**src/rai_pkg.sv**
```systemverilog
// Shared register map, field positions and reset values of the alarm block
`default_nettype none
package rai_pkg;
  // Register offsets
  localparam logic [7:0] ADDR_MINUTE_COUNT  = 8'h01;
  localparam logic [7:0] ADDR_HOUR_COUNT    = 8'h02;
  localparam logic [7:0] ADDR_WEEKDAY_COUNT = 8'h03;
  localparam logic [7:0] ADDR_DATE_COUNT    = 8'h04;
  localparam logic [7:0] ADDR_MINUTE_MATCH  = 8'h08;
  localparam logic [7:0] ADDR_HOUR_MATCH    = 8'h09;
  localparam logic [7:0] ADDR_WDAY_DATE     = 8'h0a;
  localparam logic [7:0] ADDR_EXT_CONTROL   = 8'h0d;
  localparam logic [7:0] ADDR_EVENT_FLAGS   = 8'h0e;
  localparam logic [7:0] ADDR_IRQ_CONTROL   = 8'h0f;
  // Field positions
  localparam int MATCH_EXCLUDE_BIT   = 7;
  localparam int WDAY_OR_DATE_BIT    = 6;
  localparam int ALARM_FLAG_BIT      = 3;
  localparam int ALARM_IRQ_EN_BIT    = 3;
  localparam int CTRL_RESET_BIT      = 0;
  // Field masks
  localparam logic [7:0] MINUTE_MASK   = 8'h7f;
  localparam logic [7:0] HOUR_MASK     = 8'h3f;
  localparam logic [7:0] DATE_MASK     = 8'h3f;
  localparam logic [7:0] WEEKDAY_MASK  = 8'h7f;
  localparam logic [7:0] HOUR_RW_MASK  = 8'hff;
  localparam logic [7:0] FLAGS_RW_MASK = 8'h3f;
  localparam logic [7:0] CTRL_RW_MASK  = 8'hfd;
  localparam logic [7:0] COUNT_RD_MASK = 8'h7f;
  // Reset values
  localparam logic [7:0] MATCH_RESET   = 8'h00;
  localparam logic [7:0] EXT_RESET     = 8'h00;
  localparam logic [7:0] CTRL_RESET    = 8'h00;
  localparam logic [7:0] ZERO_BYTE     = 8'h00;
endpackage
`default_nettype wire

```
**src/rai_alarm.sv**
```systemverilog
// Alarm match, sticky alarm flag and open-drain interrupt drive
`timescale 1ns/1ps
`default_nettype none
module rai_alarm (
  // Clock and reset
  input  wire logic       i_clk,
  input  wire logic       i_rst_n,
  // Register access port from the serial interface
  input  wire logic       i_wr_en,
  input  wire logic       i_rd_en,
  input  wire logic [7:0] i_addr,
  input  wire logic [7:0] i_wdata,
  output logic      [7:0] o_rdata,
  // Running time counters and their minute update strobe
  input  wire logic [7:0] i_minute,
  input  wire logic [7:0] i_hour,
  input  wire logic [7:0] i_weekday,
  input  wire logic [7:0] i_date,
  input  wire logic       i_minute_tick,
  // Other interrupt sources and their flags
  input  wire logic [7:0] i_other_flags,
  input  wire logic       i_other_int_low,
  // Open-drain interrupt pin, active low
  output logic            o_int_n_out,
  output logic            o_int_oe_n,
  // Alarm status
  output logic            o_alarm_flag,
  output logic            o_ctrl_reset
);

  // Register state
  logic [7:0] minute_match_reg;
  logic [7:0] minute_match_next;
  logic [7:0] hour_match_reg;
  logic [7:0] hour_match_next;
  logic [7:0] wday_date_match_reg;
  logic [7:0] wday_date_match_next;
  logic [7:0] ext_control_reg;
  logic [7:0] ext_control_next;
  logic [7:0] irq_control_reg;
  logic [7:0] irq_control_next;
  logic       alarm_flag_reg;
  logic       alarm_flag_next;
  logic [7:0] rdata_reg;
  logic [7:0] rdata_next;
  logic       alarm_match;
  logic       alarm_event;
  logic       flag_clear;
  logic       alarm_irq_enable;
  logic       weekday_or_date_select;
  logic       alarm_drive;

  // Masked equality of one BCD field, used for minute, hour and date
  function automatic logic field_eq(input logic [7:0] a,
                                    input logic [7:0] b,
                                    input logic [7:0] mask);
    field_eq = ((a & mask) == (b & mask));
  endfunction

  // Write strobe decode for one register offset
  function automatic logic wr_hit(input logic       en,
                                  input logic [7:0] addr,
                                  input logic [7:0] target);
    wr_hit = en && (addr == target);
  endfunction

  assign alarm_irq_enable       = irq_control_reg[rai_pkg::ALARM_IRQ_EN_BIT];
  assign weekday_or_date_select = ext_control_reg[rai_pkg::WDAY_OR_DATE_BIT];

  // Match of the enabled fields against the live counters
  always_comb begin
    logic min_ok;
    logic hour_ok;
    logic day_ok;
    min_ok  = 1'b0;
    hour_ok = 1'b0;
    day_ok  = 1'b0;
    // Excluded register counts as matched
    min_ok  = minute_match_reg[rai_pkg::MATCH_EXCLUDE_BIT] ||
              field_eq(minute_match_reg, i_minute,
                       rai_pkg::MINUTE_MASK);
    hour_ok = hour_match_reg[rai_pkg::MATCH_EXCLUDE_BIT] ||
              field_eq(hour_match_reg, i_hour,
                       rai_pkg::HOUR_MASK);
    if (wday_date_match_reg[rai_pkg::MATCH_EXCLUDE_BIT]) begin
      day_ok = 1'b1;
    end else if (weekday_or_date_select) begin
      day_ok = field_eq(wday_date_match_reg, i_date,
                        rai_pkg::DATE_MASK);
    end else begin
      // Any selected day matches the one-hot weekday counter
      day_ok = |(wday_date_match_reg & i_weekday &
                 rai_pkg::WEEKDAY_MASK);
    end
    alarm_match = min_ok && hour_ok && day_ok;
  end

  // Only the minute strobe samples the match, so a standing match
  // and a freshly programmed present time both wait for the next advance
  assign alarm_event = i_minute_tick && alarm_match &&
    !irq_control_reg[rai_pkg::CTRL_RESET_BIT];

  // A zero written to the flag bit clears it; a one does nothing
  assign flag_clear = wr_hit(i_wr_en, i_addr, rai_pkg::ADDR_EVENT_FLAGS) &&
                      !i_wdata[rai_pkg::ALARM_FLAG_BIT];

  // Next values of the register file and flag
  always_comb begin
    minute_match_next    = minute_match_reg;
    hour_match_next      = hour_match_reg;
    wday_date_match_next = wday_date_match_reg;
    ext_control_next     = ext_control_reg;
    irq_control_next     = irq_control_reg;
    if (wr_hit(i_wr_en, i_addr, rai_pkg::ADDR_MINUTE_MATCH)) begin
      minute_match_next = i_wdata;
    end
    // Bit 6 of hour and date alarms is plain storage
    if (wr_hit(i_wr_en, i_addr, rai_pkg::ADDR_HOUR_MATCH)) begin
      hour_match_next = i_wdata & rai_pkg::HOUR_RW_MASK;
    end
    if (wr_hit(i_wr_en, i_addr, rai_pkg::ADDR_WDAY_DATE)) begin
      wday_date_match_next = i_wdata;
    end
    if (wr_hit(i_wr_en, i_addr, rai_pkg::ADDR_EXT_CONTROL)) begin
      ext_control_next = i_wdata;
    end
    if (wr_hit(i_wr_en, i_addr, rai_pkg::ADDR_IRQ_CONTROL)) begin
      irq_control_next = i_wdata & rai_pkg::CTRL_RW_MASK;
    end
    // Set wins over a clear in the same cycle so no event is lost
    if (alarm_event) begin
      alarm_flag_next = 1'b1;
    end else if (flag_clear) begin
      alarm_flag_next = 1'b0;
    end else begin
      alarm_flag_next = alarm_flag_reg;
    end
  end

  // Read data mux; counters read back live with bit 7 as zero
  always_comb begin
    rdata_next = rdata_reg;
    if (i_rd_en) begin
      unique case (i_addr)
        rai_pkg::ADDR_MINUTE_COUNT:
          rdata_next = i_minute & rai_pkg::COUNT_RD_MASK;
        rai_pkg::ADDR_HOUR_COUNT:
          rdata_next = i_hour & rai_pkg::HOUR_MASK;
        rai_pkg::ADDR_WEEKDAY_COUNT:
          rdata_next = i_weekday & rai_pkg::WEEKDAY_MASK;
        rai_pkg::ADDR_DATE_COUNT:
          rdata_next = i_date & rai_pkg::DATE_MASK;
        rai_pkg::ADDR_MINUTE_MATCH: rdata_next = minute_match_reg;
        rai_pkg::ADDR_HOUR_MATCH:   rdata_next = hour_match_reg;
        rai_pkg::ADDR_WDAY_DATE:    rdata_next = wday_date_match_reg;
        rai_pkg::ADDR_EXT_CONTROL:  rdata_next = ext_control_reg;
        rai_pkg::ADDR_EVENT_FLAGS: begin
          // Top two bits are fixed zero
          rdata_next = i_other_flags & rai_pkg::FLAGS_RW_MASK;
          rdata_next[rai_pkg::ALARM_FLAG_BIT] = alarm_flag_reg;
        end
        rai_pkg::ADDR_IRQ_CONTROL:  rdata_next = irq_control_reg;
        default:                    rdata_next = rai_pkg::ZERO_BYTE;
      endcase
    end
  end

  // State registers
  always_ff @(posedge i_clk or negedge i_rst_n) begin
    if (!i_rst_n) begin
      minute_match_reg    <= rai_pkg::MATCH_RESET;
      hour_match_reg      <= rai_pkg::MATCH_RESET;
      wday_date_match_reg <= rai_pkg::MATCH_RESET;
      ext_control_reg     <= rai_pkg::EXT_RESET;
      irq_control_reg     <= rai_pkg::CTRL_RESET;
      alarm_flag_reg      <= 1'b0;
      rdata_reg           <= rai_pkg::ZERO_BYTE;
    end else begin
      minute_match_reg    <= minute_match_next;
      hour_match_reg      <= hour_match_next;
      wday_date_match_reg <= wday_date_match_next;
      ext_control_reg     <= ext_control_next;
      irq_control_reg     <= irq_control_next;
      alarm_flag_reg      <= alarm_flag_next;
      rdata_reg           <= rdata_next;
    end
  end

  // Pin drive follows flag and enable directly, so either clear
  // releases it in the same cycle; no timed auto release for alarms
  assign alarm_drive = alarm_flag_reg &&
                       alarm_irq_enable;
  // Wired-or with the other sources on the shared pin
  assign o_int_oe_n   = !(alarm_drive || i_other_int_low);
  assign o_int_n_out  = 1'b0;
  assign o_rdata      = rdata_reg;
  assign o_alarm_flag = alarm_flag_reg;
  assign o_ctrl_reset = irq_control_reg[rai_pkg::CTRL_RESET_BIT];
endmodule
`default_nettype wire

```
**config.mk**
```make
export PLATFORM = sky130hd
export DESIGN_NAME = rai_alarm
export DESIGN_NICKNAME = d
export VERILOG_FILES = /design/src/rai_pkg.sv /design/src/rai_alarm.sv
export SDC_FILE = /design/constraint.sdc
export NUM_CORES = 1
export LEC_CHECK = 0
export BUFFER_PORTS_ARGS = -buffer_cell sky130_fd_sc_hd__buf_2
export CAP_MARGIN = 40
export CORE_MARGIN = 4
export CORE_UTILIZATION = 54
export CTS_BUF_LIST = sky130_fd_sc_hd__clkbuf_16
export DETAILED_ROUTE_END_ITERATION = 8
export PLACE_DENSITY = 0.78
export SKIP_CTS_REPAIR_TIMING = 1
export SLEW_MARGIN = 0
export SYNTH_ARGS = -nofsm -noshare
export SYNTH_HDL_FRONTEND = slang
export SYNTH_SLANG_ARGS = --single-unit
```
**constraint.sdc**
```tcl
create_clock -name i_clk -period 1.95 [get_ports i_clk]
set_input_delay 0.39 -clock i_clk [delete_from_list [all_inputs] [get_ports i_clk]]
set_output_delay 0.39 -clock i_clk [all_outputs]
set_load 0.005 [all_outputs]
```
# After elaboration in Yosys (flattened, before gate mapping)
# Cells that the tools add are included.
# W data, S select, Z words.
[op_classes]
n_eq_ne = 13
n_mux = 5
bitwise_logic = 1
reduce_logical = 20
[ops]
columns = ["cell", "count"]
rows = [
  ["$pmux W8 S10", 1],
  ["$eq A8 B4 Y1 const B", 6],
  ["$eq A8 B2 Y1 const B", 2],
  ["$eq A6 B6 Y1", 2],
  ["$logic_and A1 B1 Y1", 12],
  ["$eq A8 B1 Y1 const B", 1],
  ["$eq A8 B3 Y1 const B", 1],
  ["$and A7 B7 Y7", 1],
  ["$eq A7 B7 Y1", 1],
  ["$reduce_or A7 Y1", 1],
  ["$mux W1", 4],
  ["$logic_not A1 Y1", 3],
  ["$logic_or A1 B1 Y1", 3],
  ["$reduce_bool A2 Y1", 1],
]
[word_totals]
reg_bits = 48
in_bits = 62
output_inout_bits = 12
word_cells = 46

# Longest topological paths before layout
[logic_depth]
ltp_word = 8
ltp_mapped = 8
ltp_nobuf = 5

# Worst setup path after synthesis
# No wires, ideal clock.
[synth_path]
kind = "input port to flip-flop"
from = "input port i_addr[5]"
to = "register minute_match_reg[0]"
setup_ps = 125
t_arrival_ps = 1712
t_required_ps = 1825
path_slack_ps = 113
cell_stages = 5
n_path_buf = 1
cell_sequence = "or4_4 > buf_6 > nor2_8 > nand3_4 > mux2_4"
[synth_between]
elab_chain_len = 2
[synth_rtl]
columns = ["item", "line_no", "text"]
rows = [
  ["start: declaration", "rai_alarm.sv:11", "input wire logic [7:0] i_addr,"],
  ["$eq A8 B4 Y1", "rai_alarm.sv:64", "wr_hit = en && (addr == target);"],
  ["$logic_and A1 B1 Y1", "rai_alarm.sv:64", ""],
  ["end signal: assignment", "rai_alarm.sv:171", "minute_match_reg <= rai_pkg::MATCH_RESET;"],
  ["end signal: assignment", "rai_alarm.sv:179", "minute_match_reg <= minute_match_next;"],
  ["end: declaration", "rai_alarm.sv:32", "logic [7:0] minute_match_reg;"],
]
# Every way passes these cells.
# A chain may end at the register's enable or synchronous reset.

# Worst setup path in the final report
[layout_path]
from = "register wday_date_match_reg[4]"
to = "register alarm_flag_reg, in the netlist o_alarm_flag"
[layout_between]
elab_chain_len = 8
word_cells_on_any_way = 10
cone_classes = "eq/ne (1); mux (3); bitwise (1); reduce/logical (5)"
[layout_rtl]
columns = ["item", "line_no", "text"]
rows = [
  ["start: declaration", "rai_alarm.sv:36", "logic [7:0] wday_date_match_reg;"],
  ["start signal: assignment", "rai_alarm.sv:173", "wday_date_match_reg <= rai_pkg::MATCH_RESET;"],
  ["start signal: assignment", "rai_alarm.sv:181", "wday_date_match_reg <= wday_date_match_next;"],
  ["$and A7 B7 Y7", "rai_alarm.sv:92", "day_ok = |(wday_date_match_reg & i_weekday &"],
  ["$reduce_or A7 Y1", "rai_alarm.sv:92", ""],
  ["$mux W1 *", "rai_alarm.sv:87", "end else if (weekday_or_date_select) begin"],
  ["$mux W1 *", "rai_alarm.sv:85", "if (wday_date_match_reg[rai_pkg::MATCH_EXCLUDE_BIT]) begin"],
  ["$logic_and A1 B1 Y1 *", "rai_alarm.sv:95", "alarm_match = min_ok && hour_ok && day_ok;"],
  ["$logic_and A1 B1 Y1 * (2 in a row)", "rai_alarm.sv:100", "assign alarm_event = i_minute_tick && alarm_match &&"],
  ["$mux W1 / $reduce_bool A2 Y1 (equally long branches)", "n/a", ""],
  ["end signal: assignment", "rai_alarm.sv:184", "alarm_flag_reg <= alarm_flag_next;"],
  ["end: declaration", "rai_alarm.sv:42", "logic alarm_flag_reg;"],
]
# Mark *: on every way between the ends. The rest lies on a longest branch, timed or not.

==> flow_summary_export.csv <==
group,metric,value,unit
worst_setup_path,end_kind,"flip-flop",
cts,cts_sinks,48,
synth,synth_area_leaders,"dfrtp_1 (39%), mux2_4 (19%), mux2i_1 (4.9%), xor2_1 (3.4%), nand3_4 (2.8%)",
global_route,track_usage,25.5,%
routing,routed_wl,8.79,mm
synth,syn_area,3080,um2
finish,diodes,0,
flow_run,cap_viol_max_count,0,
synth,synthDistinctLibCells,53,
synth,synth-main-ff-cell,"dfrtp_1",
synth,syn_area_per_cell,12.1,um2
routing,drcViolationCount,0,
floorplanning,die_y,83.5,um
pwr,pwr-share-comb,17.0,%
timing,period_share,93.6,%
finish,area_growth,22.3,%
synth,yosys.area.top_type,"dfrtp_1",
finish,multiInputGateArea,1780,um2
synth,async_reset_ff_share,100,%
floorplanning,start_util,55.9,%
timing,fmax,548,MHz
cts,numCtsBuffers,5,
floorplanning,coreArea,5510,um2
floorplanning,ios,74,
synth,synthesis.nets,316,
pwr,leakagePower,1.91,nW
place,gp_congestion,0.964,
finish,final_util,68.3,%
global_route,antenna_found_initial,0,
timing,relSlewSlack,65.5,%
pwr,power_frac_seq,46.8,%
cts,cts_tree,"done",
timing,tightestPinTransition,0.517,ns
worst_setup_path,path_class,"reg -> reg",
floorplanning,dieArea,6970,um2
synth,synth_edf_count,0,
global_route,grt_pass1_wl,13.9,mm
synth,synth_seq_cells,48,
synth,synth-warning-count,0,
pwr,sw_frac_of_total,26.2,%
worst_setup_path,cp.arrival,1.99,ns
routing,drt_iter0_markers,227,
worst_setup_path,worstPathMaxFanout,4,
cts,clk_path_buf_depth,2,
pwr,switching_power,602,uW
routing,first_pass_iters,4,
global_route,grt_pass1_vias,2623,
place,dp.final_hpwl,6.74,mm
status,run_status,"finished clean",
routing,viasPerCell,6.00,
routing,num_vias,2460,
timing,fin_skew,0.00600,ns
pwr,internal-power,1.70,mW
timing,min_period,1.83,ns
pwr,power_density,612,nW/um2
floorplanning,die_width,83.5,um
timing,rsz0062_at_grt,"no",
global_route,grt_max_degree,28,
place,place_area,3620,um2
timing,slew_viol_final,0,
finish,seqCellArea,1200,um2
synth,synth_cells,254,
routing,ant_nets,0,
cts,root_buffer,"clkbuf_16",
timing,hold_viol_final,0,
synth,ys_seq_area_share,39.1,%
finish,final_common_cell,"buf_2",
finish,layout-drive-gt1-share,44.1,%
finish,final_cell_area,3760,um2
timing,finalSetupViolations,0,
worst_setup_path,cp.required,2.11,ns
finish,fill_cells,424,
floorplanning,rows,27,
finish,final_cell_mix,"buf_2 (63), dfrtp_1 (48), mux2_4 (39), buf_4 (26), mux2i_1 (15)",
worst_setup_path,start_kind,"flip-flop",
cts,clk_pin_slew,0.07,ns
synth,yosysTopAreaCellShare,39.1,%
min_path,hp-class,"in -> async",
global_route,grt_remaining_overflow,0,
cts,clock_latency,0.29,ns
cts,htree_levels,2,
place,io_buffers,63,
pwr,max-vdd-ir-drop,0.381,mV
routing,wl_per_cell,21.4,um
pwr,p_clk_share,36.2,%
finish,num-nets-final,399,
worst paths after layout:
| check | from | endpoint | slack (ns) | depth (start not counted) |
|---|---|---|---|---|
| min in group i_clk | i_wdata[5] | wday_date_match_reg[5]$_DFFE_PN0P_ | 0.39 | 2 |
| max | wday_date_match_reg[4]$_DFFE_PN0P_ | o_alarm_flag$_DFFE_PN0P_ | 0.12 | 4 |
| min reg2reg | o_rdata[0]$_DFFE_PN0P_ | o_rdata[0]$_DFFE_PN0P_ | 0.50 | 2 |
| min | i_rst_n | ext_control_reg[3]$_DFFE_PN0P_ | 0.08 | 1 |
| max in group asynchronous | i_rst_n | wday_date_match_reg[4]$_DFFE_PN0P_ | 1.36 | 2 |
| max reg2reg | wday_date_match_reg[4]$_DFFE_PN0P_ | o_alarm_flag$_DFFE_PN0P_ | 0.12 | 4 |
synth_stat cells, types with 2 or more instances:
cell type  instances
o21ai_1            2
nand3_4            5
inv_1              6
a311oi_1           2
mux2_4            39
o32ai_1            3
xnor2_1            7
mux2_2             3
o31ai_1            3
buf_4              3
nor2_4             2
and3_1             3
a221oi_1           2
a31oi_1            2
nand4_1            3
o2bb2ai_1          3
nand3_1            4
dfrtp_1           48
nor4_1             5
mux2_1             6
a21oi_1            4
o22ai_1            6
buf_1              2
mux2i_1           15
xor2_1            12
nand2_1           10
nor2b_1            5
a211oi_1           2
or2_1              2
a22o_1             5
buf_2              4
nor2_1             4
a22oi_1            9
clkbuf_1           4
cell families (layout without fill, tap and decap cells):
kind of cell | count (synthesis) | after routing | share of synthesized area, %
mux | 63 | 63 | 27.2
compound gates | 53 | 53 | 13.0
simple gates | 50 | 50 | 12.0
flops | 48 | 48 | 39.1
buf+inv | 20 | 104 | 3.21
xor+xnor | 19 | 19 | 5.41
other cells | 1 | 1 | 0.122
layout make-up:
cell class | instances | share of cell area [%]
multi-input combinational | 186 | 47.2
inverter | 6 | 0.599
clock inverter | 3 | 0.432
clock buffer | 5 | 3.33
timing repair buffer | 90 | 14.1
sequential | 48 | 31.9
tap | 72 | 2.40
worst max-delay path, stage by stage (launching register included):
cell and delay [ns]:
dfrtp_1 0.44, xor2_1 0.20, nor4_1 0.48, a311oi_1 0.20, o41ai_1 0.38
metal layers:
| metal | routed length, um | global-route usage [%] | vias to the layer above |
|---|---|---|---|
| met5 | 0 | 0 | - |
| met4 | 155 | 7.89 | 0 |
| met3 | 686 | 4.74 | 17 |
| met2 | 4130 | 41.9 | 97 |
| met1 | 3820 | 34.4 | 1223 |
| li1 | - | - | 1123 |
per-stage QoR:
| stage | setup TNS, ns | instances | hold WS [ns] | total power [mW] | setup slack, ns |
|---|---|---|---|---|---|
| 2_1_floorplan | 0 | 254 | 0.0944 | 1.29 | 0.113 |
| 3_3_place_gp | -3.73 | 402 | 0.383 | 1.47 | -0.118 |
| 3_5_place_dp | -4.23 | 402 | 0.393 | 1.48 | -0.144 |
| 4_1_cts | 0 | 410 | 0.0928 | 2.30 | 0.151 |
| 5_1_grt | 0 | 410 | 0.121 | 2.37 | 0.0661 |
| 6_report | 0 | 410 | 0.0757 | 2.30 | 0.124 |
power by group through the flow:
stage	Clock (mW)	Combinational (mW)	Sequential (mW)
5_1_grt	0.875	0.419	1.08
3_5_place_dp	0	0.386	1.09
3_3_place_gp	0	0.378	1.09
6_report	0.833	0.391	1.08
2_1_floorplan	0	0.211	1.08
4_1_cts	0.835	0.389	1.07
Power figures use the tool's default switching activity.
